**src/core/pmpmc_pkg.sv**
```systemverilog
// Purpose: Constants and types for the PHY main-page mode control register set.
// Assumes: Management requests come from MAC logic on the same 20 MHz clock.
// Notes: Indices are 5-bit management register numbers, data is 16 bits.
// How it works
// - Bit 15 starts soft reset, self-clears.
// - Bit 14 selects digital loopback, resets zero.
// - Manual speed {6,13} and duplex bit 8.
// - Bit 12 enables autoneg, overrides manual bits.
// - Bit 11 enters power down, clear exits.
// - Bit 9 restarts autoneg, self-clears.
// - Bit 6 read-only, reads one.
// - Indices 0-15 identical on pages 0-2.
// - Index 31 is page access register.
// - Index 25 mask, 26 status, 27 reserved.
// - Index 20, 21 are readable event counters.
// - Index 28 auxiliary, 29-30 LED registers.
// - Pages 1-2 redirect 16-30; zero restores main.
// - Reached only via MAC management access port.
package pmpmc_pkg;

  // Register indices.
  localparam logic [4:0] PMPMC_IDX_MODE   = 5'h00;
  localparam logic [4:0] PMPMC_IDX_EXTLO  = 5'h10;
  localparam logic [4:0] PMPMC_IDX_FCCNT  = 5'h14;
  localparam logic [4:0] PMPMC_IDX_LDCNT  = 5'h15;
  localparam logic [4:0] PMPMC_IDX_IMASK  = 5'h19;
  localparam logic [4:0] PMPMC_IDX_ISTAT  = 5'h1a;
  localparam logic [4:0] PMPMC_IDX_RSVD   = 5'h1b;
  localparam logic [4:0] PMPMC_IDX_AUX    = 5'h1c;
  localparam logic [4:0] PMPMC_IDX_LEDSEL = 5'h1d;
  localparam logic [4:0] PMPMC_IDX_LEDBEH = 5'h1e;
  localparam logic [4:0] PMPMC_IDX_PAGE   = 5'h1f;

  // Page codes written to the page access register.
  localparam logic [15:0] PMPMC_PAGE_MAIN = 16'h0000;
  localparam logic [15:0] PMPMC_PAGE_EXT1 = 16'h0001;
  localparam logic [15:0] PMPMC_PAGE_EXT2 = 16'h0002;
  localparam logic [1:0]  PMPMC_PSEL_MAIN = 2'h0;
  localparam logic [1:0]  PMPMC_PSEL_EXT1 = 2'h1;
  localparam logic [1:0]  PMPMC_PSEL_EXT2 = 2'h2;

  // Mode control bit positions.
  localparam int PMPMC_B_SRST = 15;
  localparam int PMPMC_B_LOOP = 14;
  localparam int PMPMC_B_SPD0 = 13;
  localparam int PMPMC_B_ANEN = 12;
  localparam int PMPMC_B_PDN  = 11;
  localparam int PMPMC_B_ANRS = 9;
  localparam int PMPMC_B_DUP  = 8;
  localparam int PMPMC_B_SPD1 = 6;

  // Reset values of the stored mode bits.
  localparam logic PMPMC_RST_LOOP = 1'h0;
  localparam logic PMPMC_RST_SPD0 = 1'h0;
  localparam logic PMPMC_RST_ANEN = 1'h1;
  localparam logic PMPMC_RST_PDN  = 1'h0;
  localparam logic PMPMC_RST_DUP  = 1'h0;
  localparam logic PMPMC_SPD1_RO  = 1'h1;
  localparam logic [15:0] PMPMC_ZERO16 = 16'h0000;

  // Soft reset duration: time in ns and derived cycle count, rounded up.
  localparam int PMPMC_CLK_NS       = 50;
  localparam int PMPMC_SRST_NS      = 1000;
  localparam int PMPMC_SRST_CYCLES  = (PMPMC_SRST_NS + PMPMC_CLK_NS - 1) / PMPMC_CLK_NS;

  // One management request.
  typedef struct packed {
    logic        wr;
    logic [4:0]  idx;
    logic [15:0] wdata;
  } pmpmc_req_type;

  // Stored mode control fields.
  typedef struct packed {
    logic srst;
    logic loop;
    logic spd0;
    logic anen;
    logic pdn;
    logic anrs;
    logic dup;
  } pmpmc_mode_type;

  typedef enum logic [1:0] {
    PMPMC_ST_IDLE = 2'b00,
    PMPMC_ST_ACK  = 2'b01,
    PMPMC_ST_SRST = 2'b10
  } pmpmc_state_type;

endpackage

```
**src/core/pmpmc_regmem.sv**
```systemverilog
// Purpose: Small register file holding the plainly stored PHY registers.
// Assumes: One access per cycle, read data registered.
// Notes: Address is {page select, index}.
`timescale 1ns/1ns
module pmpmc_regmem #(
  parameter int AW = 7,
  parameter int DW = 16
) (
  // Clock and reset.
  input  wire logic          i_clk_sys,
  input  wire logic          i_rst,
  // Access port.
  input  wire logic          i_we,
  input  wire logic [AW-1:0] i_addr,
  input  wire logic [DW-1:0] i_wdata,
  output logic      [DW-1:0] o_rdata
);

  logic [DW-1:0] mem [2**AW];
  logic [DW-1:0] rdata_reg;
  logic [DW-1:0] rdata_next;

  // Read data come out of a register so the answer is aligned with the ack.
  always_comb begin
    rdata_next = mem[i_addr];
  end

  always_ff @(posedge i_clk_sys or posedge i_rst) begin
    if (i_rst) begin
      rdata_reg <= '0;
    end else begin
      rdata_reg <= rdata_next;
    end
  end

  // The array itself has no reset; contents before first write are don't-care.
  always_ff @(posedge i_clk_sys) begin
    if (i_we) begin
      mem[i_addr] <= i_wdata;
    end
  end

  assign o_rdata = rdata_reg;

endmodule

```
**src/core/pmpmc_top.sv**
```systemverilog
// Purpose: Mode control register, page decode and management access of the PHY.
// Assumes: Requests are one-cycle strobes from MAC logic on i_clk_sys.
// Notes: A request is taken only while o_mgmt_ready is high.
`timescale 1ns/1ns
module pmpmc_top
  import pmpmc_pkg::*;
#(
  parameter int SRST_CYCLES = PMPMC_SRST_CYCLES
) (
  // Clock and reset.
  input  wire logic          i_clk_sys,
  input  wire logic          i_rst,
  // Management access from the MAC.
  input  wire logic          i_mgmt_req,
  input  wire pmpmc_req_type i_mgmt,
  output logic               o_mgmt_ready,
  output logic               o_mgmt_ack,
  output logic      [15:0]   o_mgmt_rdata,
  // Counter events from the PHY datapath.
  input  wire logic          i_evt_false_carrier,
  input  wire logic          i_evt_link_drop,
  // Mode controls to the PHY core.
  output logic               o_soft_reset,
  output logic               o_loopback,
  output logic               o_power_down,
  output logic               o_an_enable,
  output logic               o_an_restart,
  output logic               o_manual_valid,
  output logic      [1:0]    o_speed_sel,
  output logic               o_full_duplex,
  output logic      [1:0]    o_page_sel
);

  ////////////////////////////////////////////////////////////////////////////
  pmpmc_state_type state_reg, state_next;
  pmpmc_mode_type  mode_reg, mode_next;
  pmpmc_req_type   pend_reg, pend_next;
  logic [1:0]      pend_page_reg, pend_page_next;
  logic            pend_mem_reg, pend_mem_next;
  logic [15:0]     page_reg, page_next;
  logic [15:0]     fix_reg, fix_next;
  logic [15:0]     cnt_q [2];
  logic [15:0]     cnt_reg [2];
  logic [15:0]     cnt_next [2];
  logic [4:0]      srst_cnt_reg, srst_cnt_next;
  logic            take;
  logic [1:0]      psel;
  logic            fixed_hit;
  logic            mem_we;
  logic [6:0]      mem_addr;
  logic [15:0]     mem_q;
  logic [15:0]     mode_word;
  logic [1:0]      evt;

  // Page select decoded from the page access register.
  always_comb begin
    unique case (page_reg)
      PMPMC_PAGE_EXT1: psel = PMPMC_PSEL_EXT1;
      PMPMC_PAGE_EXT2: psel = PMPMC_PSEL_EXT2;
      default:         psel = PMPMC_PSEL_MAIN;
    endcase
  end

  // Reserved bits are tied low and bit 6 is a constant one.
  assign mode_word = {mode_reg.srst, mode_reg.loop, mode_reg.spd0, mode_reg.anen,
                      mode_reg.pdn, 1'b0, mode_reg.anrs, mode_reg.dup, 1'b0,
                      PMPMC_SPD1_RO, 6'h00};

  ////////////////////////////////////////////////////////////////////////////
  // Access decode. Low indices ignore the page; 16-30 follow it.
  assign take = i_mgmt_req && (state_reg == PMPMC_ST_IDLE);
  always_comb begin
    fixed_hit = 1'b0;
    mem_addr  = {PMPMC_PSEL_MAIN, i_mgmt.idx};
    if (i_mgmt.idx >= PMPMC_IDX_EXTLO && i_mgmt.idx != PMPMC_IDX_PAGE) begin
      mem_addr = {psel, i_mgmt.idx};
    end
    if (i_mgmt.idx == PMPMC_IDX_MODE || i_mgmt.idx == PMPMC_IDX_PAGE) begin
      fixed_hit = 1'b1;
    end else if (psel == PMPMC_PSEL_MAIN && (i_mgmt.idx == PMPMC_IDX_FCCNT ||
                 i_mgmt.idx == PMPMC_IDX_LDCNT || i_mgmt.idx == PMPMC_IDX_RSVD)) begin
      fixed_hit = 1'b1;
    end
    // Mask, status, auxiliary and LED registers are plain storage here.
    mem_we = take && i_mgmt.wr && !fixed_hit;
  end

  pmpmc_regmem #(
    .AW (7),
    .DW (16)
  ) u_regmem (
    .i_clk_sys (i_clk_sys),
    .i_rst     (i_rst),
    .i_we      (mem_we),
    .i_addr    (mem_addr),
    .i_wdata   (i_mgmt.wdata),
    .o_rdata   (mem_q)
  );

  ////////////////////////////////////////////////////////////////////////////
  // Event counters; read-only to management, they wrap on overflow.
  assign evt = {i_evt_link_drop, i_evt_false_carrier};
  for (genvar g = 0; g < 2; g++) begin : g_cnt
    always_comb begin
      cnt_next[g] = evt[g] ? cnt_reg[g] + 16'h0001 : cnt_reg[g];
    end
    always_ff @(posedge i_clk_sys or posedge i_rst) begin
      if (i_rst) begin
        cnt_reg[g] <= 16'h0000;
      end else begin
        cnt_reg[g] <= cnt_next[g];
      end
    end
    assign cnt_q[g] = cnt_reg[g];
  end

  ////////////////////////////////////////////////////////////////////////////
  // Access and soft reset sequencing.
  always_comb begin
    state_next     = state_reg;
    mode_next      = mode_reg;
    pend_next      = pend_reg;
    pend_page_next = pend_page_reg;
    pend_mem_next  = pend_mem_reg;
    page_next      = page_reg;
    fix_next       = fix_reg;
    srst_cnt_next  = srst_cnt_reg;
    mode_next.anrs = 1'b0;
    unique case (state_reg)
      PMPMC_ST_IDLE: begin
        if (take) begin
          state_next     = PMPMC_ST_ACK;
          pend_next      = i_mgmt;
          pend_page_next = psel;
          pend_mem_next  = !fixed_hit;
          unique case (i_mgmt.idx)
            PMPMC_IDX_MODE:  fix_next = mode_word;
            PMPMC_IDX_PAGE:  fix_next = page_reg;
            PMPMC_IDX_FCCNT: fix_next = cnt_q[0];
            PMPMC_IDX_LDCNT: fix_next = cnt_q[1];
            default:         fix_next = PMPMC_ZERO16;
          endcase
          if (i_mgmt.wr && i_mgmt.idx == PMPMC_IDX_PAGE) begin
            page_next = i_mgmt.wdata;
          end
          if (i_mgmt.wr && i_mgmt.idx == PMPMC_IDX_MODE) begin
            mode_next.loop = i_mgmt.wdata[PMPMC_B_LOOP];
            mode_next.spd0 = i_mgmt.wdata[PMPMC_B_SPD0];
            mode_next.anen = i_mgmt.wdata[PMPMC_B_ANEN];
            mode_next.pdn  = i_mgmt.wdata[PMPMC_B_PDN];
            mode_next.anrs = i_mgmt.wdata[PMPMC_B_ANRS];
            mode_next.dup  = i_mgmt.wdata[PMPMC_B_DUP];
          end
        end
      end
      PMPMC_ST_ACK: begin
        state_next = PMPMC_ST_IDLE;
        // A soft reset request is acknowledged first, then the block goes busy.
        if (pend_reg.wr && pend_reg.idx == PMPMC_IDX_MODE &&
            pend_reg.wdata[PMPMC_B_SRST]) begin
          state_next    = PMPMC_ST_SRST;
          mode_next     = '{srst: 1'b1, loop: PMPMC_RST_LOOP, spd0: PMPMC_RST_SPD0,
                            anen: PMPMC_RST_ANEN, pdn: PMPMC_RST_PDN, anrs: 1'b0,
                            dup: PMPMC_RST_DUP};
          srst_cnt_next = 5'(SRST_CYCLES - 1);
        end
      end
      PMPMC_ST_SRST: begin
        if (srst_cnt_reg == 5'h00) begin
          state_next     = PMPMC_ST_IDLE;
          mode_next.srst = 1'b0;
        end else begin
          srst_cnt_next = srst_cnt_reg - 5'h01;
        end
      end
      default: begin
        state_next = PMPMC_ST_IDLE;
      end
    endcase
  end

  always_ff @(posedge i_clk_sys or posedge i_rst) begin
    if (i_rst) begin
      state_reg     <= PMPMC_ST_IDLE;
      mode_reg      <= '{srst: 1'b0, loop: PMPMC_RST_LOOP, spd0: PMPMC_RST_SPD0,
                         anen: PMPMC_RST_ANEN, pdn: PMPMC_RST_PDN, anrs: 1'b0,
                         dup: PMPMC_RST_DUP};
      pend_reg      <= '0;
      pend_page_reg <= PMPMC_PSEL_MAIN;
      pend_mem_reg  <= 1'b0;
      page_reg      <= PMPMC_PAGE_MAIN;
      fix_reg       <= PMPMC_ZERO16;
      srst_cnt_reg  <= 5'h00;
    end else begin
      state_reg     <= state_next;
      mode_reg      <= mode_next;
      pend_reg      <= pend_next;
      pend_page_reg <= pend_page_next;
      pend_mem_reg  <= pend_mem_next;
      page_reg      <= page_next;
      fix_reg       <= fix_next;
      srst_cnt_reg  <= srst_cnt_next;
    end
  end

  ////////////////////////////////////////////////////////////////////////////
  // Outputs. Read data is a mux of two registers, so it is glitch-free.
  assign o_mgmt_ready   = (state_reg == PMPMC_ST_IDLE);
  assign o_mgmt_ack     = (state_reg == PMPMC_ST_ACK);
  assign o_mgmt_rdata   = !o_mgmt_ack ? PMPMC_ZERO16 : (pend_mem_reg ? mem_q : fix_reg);
  assign o_soft_reset   = mode_reg.srst;
  assign o_loopback     = mode_reg.loop;
  assign o_power_down   = mode_reg.pdn;
  assign o_an_enable    = mode_reg.anen;
  assign o_an_restart   = mode_reg.anrs;
  assign o_manual_valid = !mode_reg.anen;
  assign o_speed_sel    = {PMPMC_SPD1_RO, mode_reg.spd0};
  assign o_full_duplex  = mode_reg.dup;
  assign o_page_sel     = psel;

  ////////////////////////////////////////////////////////////////////////////
  // Checks on the behaviour above.
  localparam int A_SRST_M1 = SRST_CYCLES - 1;
endmodule

```
**config.mk**
```make
export PLATFORM = sky130hd
export DESIGN_NAME = pmpmc_top
export DESIGN_NICKNAME = d
export VERILOG_FILES = /design/src/core/pmpmc_pkg.sv /design/src/core/pmpmc_regmem.sv /design/src/core/pmpmc_top.sv
export SDC_FILE = /design/constraint.sdc
export NUM_CORES = 2
export LEC_CHECK = 0
export ABC_AREA = 1
export BUFFER_PORTS_ARGS = -buffer_cell sky130_fd_sc_hd__clkbuf_2
export CORE_ASPECT_RATIO = 0.5
export CORE_MARGIN = 2
export CORE_UTILIZATION = 50
export DETAILED_ROUTE_END_ITERATION = 8
export GPL_TIMING_DRIVEN = 1
export PLACE_DENSITY = 0.65
export SLEW_MARGIN = 20
export SYNTH_ARGS = -nofsm -noshare
export SYNTH_HDL_FRONTEND = slang
export SYNTH_SLANG_ARGS = --single-unit
```
**constraint.sdc**
```tcl
create_clock -name i_clk_sys -period 2.9 [get_ports i_clk_sys]
set_input_delay 0 -clock i_clk_sys [delete_from_list [all_inputs] [get_ports i_clk_sys]]
set_output_delay 0 -clock i_clk_sys [all_outputs]
set_load 0.01 [all_outputs]
```
# Word level (Yosys, flattened, before mapping)
# Memory sizes are Yosys's and may differ from the RTL's. A register that Yosys moved wholly into a read port is not among the register bits.
# Index checks and enable logic that the tools add are counted.
# classes
n_mux	22
n_reduce_logical	27
n_eq_ne	14
order_cmp	1
addsub	3
# op_table
cell	count
$pmux W16 S4	1
$add A16 B1 Y16 const B	2
$mux W16	2
$eq A5 B5 Y1 const B	4
$eq A16 B1 Y1 const B	1
$eq A16 B2 Y1 const B	1
$logic_not A5 Y1	3
$mux W7	2
$mux W6	2
$pmux W6 S2	1
$mux W5	2
$pmux W5 S2	1
$logic_and A1 B1 Y1	9
$reduce_and A3 Y1	3
$mux W2	3
$ne A2 B1 Y1 const B	3
$pmux W2 S3	1
$ge A5 B5 Y1 const B	1
$mux W1	5
$ne A5 B5 Y1 const B	1
$sub A5 B1 Y5 const B	1
$logic_not A2 Y1	2
$ne A2 B2 Y1 const B	2
$pmux W2 S2	1
8 further kinds	13
# word_totals
out_inout_bits	29
input_bits	27
ram_bits	2048
n_memories	1
register_bits	101
# memory_table
memory	words	word_bits	read_ports	rd_ports_with_merged_regs	wr	line	text
u_regmem.mem	128	16	1	1	1	pmpmc_regmem.sv:19	logic [DW-1:0] mem [2**AW];

# Depth between registers and ports, before layout
# depth
depth_word	10
depth_mapped	13
ltp_nobuf	10

# Cells and area by module
# Synthesis repeated with hierarchy kept, for this count alone.
# unflattened
hier_cells	9261
hier_area_um2	91894.4
# modules_own_cells
module	cells_per_inst	instances	area_each_um2
pmpmc_regmem	8620	1	87059.7
pmpmc_top	641	1	4834.6

# Worst setup path before layout
# OpenSTA, ideal clock, no wires.
# synth_path
path_kind	reg-to-reg
startpoint	reg state_reg[0]
endpoint	mem u_regmem.mem[16][0] (enable)
n_path_buf	1
required_time_ps	2512
path_slack_ps	217
setup_ps	388
t_arrival_ps	2295
path_stages_with_launch	8
path_cell_list	dfrtp_1 -> inv_1 -> ha_1 -> nand2_1 -> nor2_1 -> buf_2 -> nand4_1 -> nor2_1
# synth_between
elab_chain_len	6
# synth_rtl
item	line	text
start: declaration	pmpmc_top.sv:35	pmpmc_state_type state_reg, state_next;
start signal: assignment	pmpmc_top.sv:195	state_reg <= state_next;
$logic_not A2 Y1	-	
net o_mgmt_ready	pmpmc_top.sv:16	output logic o_mgmt_ready,
$logic_and A1 B1 Y1	pmpmc_top.sv:71	assign take = i_mgmt_req && (state_reg == PMPMC_ST_IDLE);
$logic_and A1 B1 Y1 (2 in a row)	pmpmc_top.sv:85	mem_we = take && i_mgmt.wr && !fixed_hit;
$mux W1	pmpmc_regmem.sv:38	if (i_we) begin
$mux W1 (implied by the code)	pmpmc_regmem.sv:39	mem[i_addr] <= i_wdata;
end: declaration	pmpmc_regmem.sv:19	
# The timed path passes the listed nets, and every way through them passes these cells.

# Final worst setup path
# layout_path
startpoint	reg page_reg[14]
endpoint	mem u_regmem.mem[94][3] (enable)
# layout_between
elab_chain_len	10
# layout_rtl
item	line	text
start: declaration	pmpmc_top.sv:40	logic [15:0] page_reg, page_next;
start signal: assignment	pmpmc_top.sv:200	page_reg <= page_next;
$eq A16 B2 Y1 or $eq A16 B1 Y1 (tied branches)	pmpmc_top.sv:57	unique case (page_reg)
$pmux W2 S2 *	pmpmc_top.sv:57	
$logic_not A2 Y1	pmpmc_top.sv:80	end else if (psel == PMPMC_PSEL_MAIN && (i_mgmt.idx == PMPMC_IDX_FCCNT ||
$logic_and A1 B1 Y1	pmpmc_top.sv:80	
$mux W1	pmpmc_top.sv:80	
$mux W1	pmpmc_top.sv:78	if (i_mgmt.idx == PMPMC_IDX_MODE || i_mgmt.idx == PMPMC_IDX_PAGE) begin
$logic_not A1 Y1	pmpmc_top.sv:85	
$logic_and A1 B1 Y1	pmpmc_top.sv:85	
$mux W1	pmpmc_regmem.sv:38	
$mux W1 (implied by the code)	pmpmc_regmem.sv:39	
# Mark *: on every way between the ends. The rest lies on a longest branch, timed or not.

==> results.json <==
{
  "start_kind": "register",
  "detailedRoute.firstPassIterationCount": 6,
  "crit_path_max_fanout": 17,
  "setup-violations-final": 0,
  "avgSynthCellArea_sq_um": 10.0,
  "cts_max_level": 4,
  "clkSinkCount": 1638,
  "timing.hold.worst_endpoint": "cnt_q[0]",
  "die_height_microns": 271,
  "ys_seq_area_frac": 0.682,
  "placed_cells_incl_taps": 9579,
  "max-cap-violations": 0,
  "vdd_drop_max_uv": 474,
  "cts-root-buf": "clkbuf_16",
  "grt_overflow_total": 0,
  "fin_hold_ws_ps": 89.1,
  "synth_area_leader_cell": "edfxtp_1",
  "hp-class": "in -> reg",
  "synth_common_cells": "1,998 x nand2_1, 1,536 x edfxtp_1, 1,418 x inv_1",
  "via_count": 47700,
  "area.growth.synth_to_final_pct": 14.7,
  "data_arrival_time_of_the_critical_path_ps": 3150,
  "r2r_slack_ps": 180,
  "worst_slew_pin_slew_ps": 1020,
  "post_synth_instance_area_sq_um": 71400,
  "cts_tree": "built",
  "first_global_vias": 44500,
  "synth_edf_count": 1536,
  "setup_repair_after_global_routing_missed_its_margin": "false",
  "final-instance-count-excl-fill": 9883,
  "port-buffer-count": 54,
  "hpwl_microns": 99800,
  "yosys.cell_types.count": 41,
  "end_kind": "register",
  "drt-initial-drc-count": 4859,
  "placementRows": 97,
  "ys_dominant_reg_cell": "edfxtp_1",
  "clock_skew_ps": 22.5,
  "regToRegEndpoint": "u_regmem.mem[94][3]",
  "die_x_microns": 539,
  "netlist.area_leader.share": 0.646,
  "grt_start_max_net_pins": 181,
  "ioPinCount": 56,
  "r2r-start": "page_reg[14]",
  "min_path_cells": 3,
  "cts-buffers-inserted": 148,
  "drc": 0,
  "status": "complete, no violations",
  "ff2ff_path_depth": 9,
  "timing.final.hold_violations": 0,
  "post_synth_main_area_contributors": "edfxtp_1 65%, nand2_1 10%, inv_1 7.5%, nand3_1 5.2%, nor2_1 3.8%",
  "post_cts_resize_count": 0,
  "worstSetupPathType": "reg -> reg",
  "share_of_post_route_cells_with_drive_strength_above_1": 0.0729,
  "slew_viol_final": 0,
  "floorplan.core_area_sq_um": 141000,
  "power_leakage_nw": 37.4,
  "layout_worst_path_cycle_share": 0.938,
  "hold_path_startpoint": "i_evt_link_drop",
  "synthMostInstantiatedCell": "nand2_1",
  "drt-total-wl_microns": 173000,
  "antenna_violating_nets_post_route": 0,
  "worstSkewPairLatency_ps": 780,
  "max-clock-path-buffers": 3,
  "synthArstFlopShare": 0.0623,
  "cellPowerDensity_nw_per_um2": 619,
  "initial_antenna_violation_count": 9,
  "route.detailed.vias_per_inst": 4.83,
  "worst_setup_hold_path_clk_slew_ps": 70,
  "worst_ep_required_time_ps": 3330,
  "grt_util_all_layers": 0.239,
  "grt_first_pass_wirelength_microns": 264000,
  "finalSetupTns_ps": 0,
  "floorplan.die_area_sq_um": 146000,
  "post_syn_instances": 7131,
  "fmax_mhz": 368,
  "net_count_of_the_finished_layout": 7913,
  "maxSlewHeadroom": 0.320,
  "initial_standard_cell_utilization_of_the_core": 0.507,
  "gp_congestion": 0.890,
  "largest_register_ff_count": 1536,
  "synth_seq_cells": 1638,
  "period_minus_slack_ps": 2720,
  "max_flop_register": "u_regmem.mem",
  "routedWlPerCell_microns": 17.5,
  "yosys_warnings": 0
}
critical path, stage by stage (launching register included):
cell     delay [ps]
dfrtp_1         380
nor2_1          120
nand2_1          70
nor2_1          190
nand4_1         230
nor2_2          210
buf_4           340
nand2_1         320
nor2_2          180
buf_4           310
through the flow:
stage	worst slack, ps	cell area (sq um)	util	power (W)
floorplan	217	73800	-	0.0301
global placement	215	77000	0.546	0.0318
detailed placement	186	77000	0.546	0.0319
CTS	243	81900	0.581	0.0510
global route	39.5	81900	0.581	0.0525
finish	180	81900	0.581	0.0507
cell families (layout without fill, tap and decap cells):
logic type / Yosys count / count (layout) / share of synthesized area
XOR/XNOR: 31 / 31 / 0.00380
buffers and inverters: 1721 / 1968 / 0.0955
AND/OR/NAND/NOR: 3596 / 3596 / 0.207
AO/OA/AOI/OAI: 129 / 129 / 0.00983
other: 2 / 626 / 0.000105
flip-flops: 1638 / 1638 / 0.682
adder cells (fa/ha/maj): 7 / 7 / 0.00123
multiplexers: 7 / 7 / 0.00110
timing repair:
item                        CTS  global route
setup buffers                 0             0
setup endpoints to repair     0             0
hold buffers                 31             0
hold endpoints to repair   1225             0
how the worst max path moves through the flow:
stage / from / endpoint / slack (ps) / cells past startpoint
floorplan: state_reg[0] / u_regmem.mem[16][0] / 220 / 7
detailed placement: i_mgmt[18] / u_regmem.o_rdata[12] / 190 / 13
CTS: page_reg[15] / u_regmem.mem[94][3] / 240 / 9
global route: page_reg[12] / u_regmem.mem[28][1] / 40 / 9
global placement: i_mgmt[18] / u_regmem.o_rdata[12] / 220 / 13
finish: page_reg[14] / u_regmem.mem[94][3] / 180 / 9
final cells by class:
type | instances | area [sq um]
Clock inverter | 97 | 722
Tap cell | 1881 | 2350
Multi-Input combinational cell | 4395 | 18300
Fill cell | 11900 | 59000
Inverter | 1425 | 5380
Sequential cell | 1638 | 48700
Timing Repair Buffer | 271 | 2570
Clock buffer | 175 | 3900
Antenna cell | 1 | 2.50
power by group:
part	internal [W]	leakage, nW	total (W)	switching (W)
clock network	0.0104	2.28	0.0192	0.00875
registers	0.0269	15.6	0.0273	0.000419
logic	0.00119	19.6	0.00415	0.00297
total	0.0385	37.4	0.0507	0.0121
layer usage:
| layer | part of all wire | track usage |
|---|---|---|
| met2 | 0.45 | 0.372 |
| met4 | 0.025 | 0.0709 |
| met1 | 0.45 | 0.345 |
| met5 | 0.000075 | 0 |
| met3 | 0.083 | 0.0415 |
cell usage in the layout, fill, tap and decap left out, drive strengths merged, types with 2 or more instances in the layout:
cell,n
bufinv,9
o2111ai,3
xor2,27
o21ai,93
mux2,7
a22o,3
inv,1434
dlygate4sd3,31
clkinv,77
edfxtp,1536
clkinvlp,2
dfrtp,101
nor2,734
a21oi,18
o221ai,4
o211ai,2
nand3,739
nor4,3
o22ai,3
nor3,6
clkbuf,212
ha,7
nand4,16
or2,97
nand2,2000
buf,203
xnor2,4
conb,625
Power figures use the tool's default switching activity.
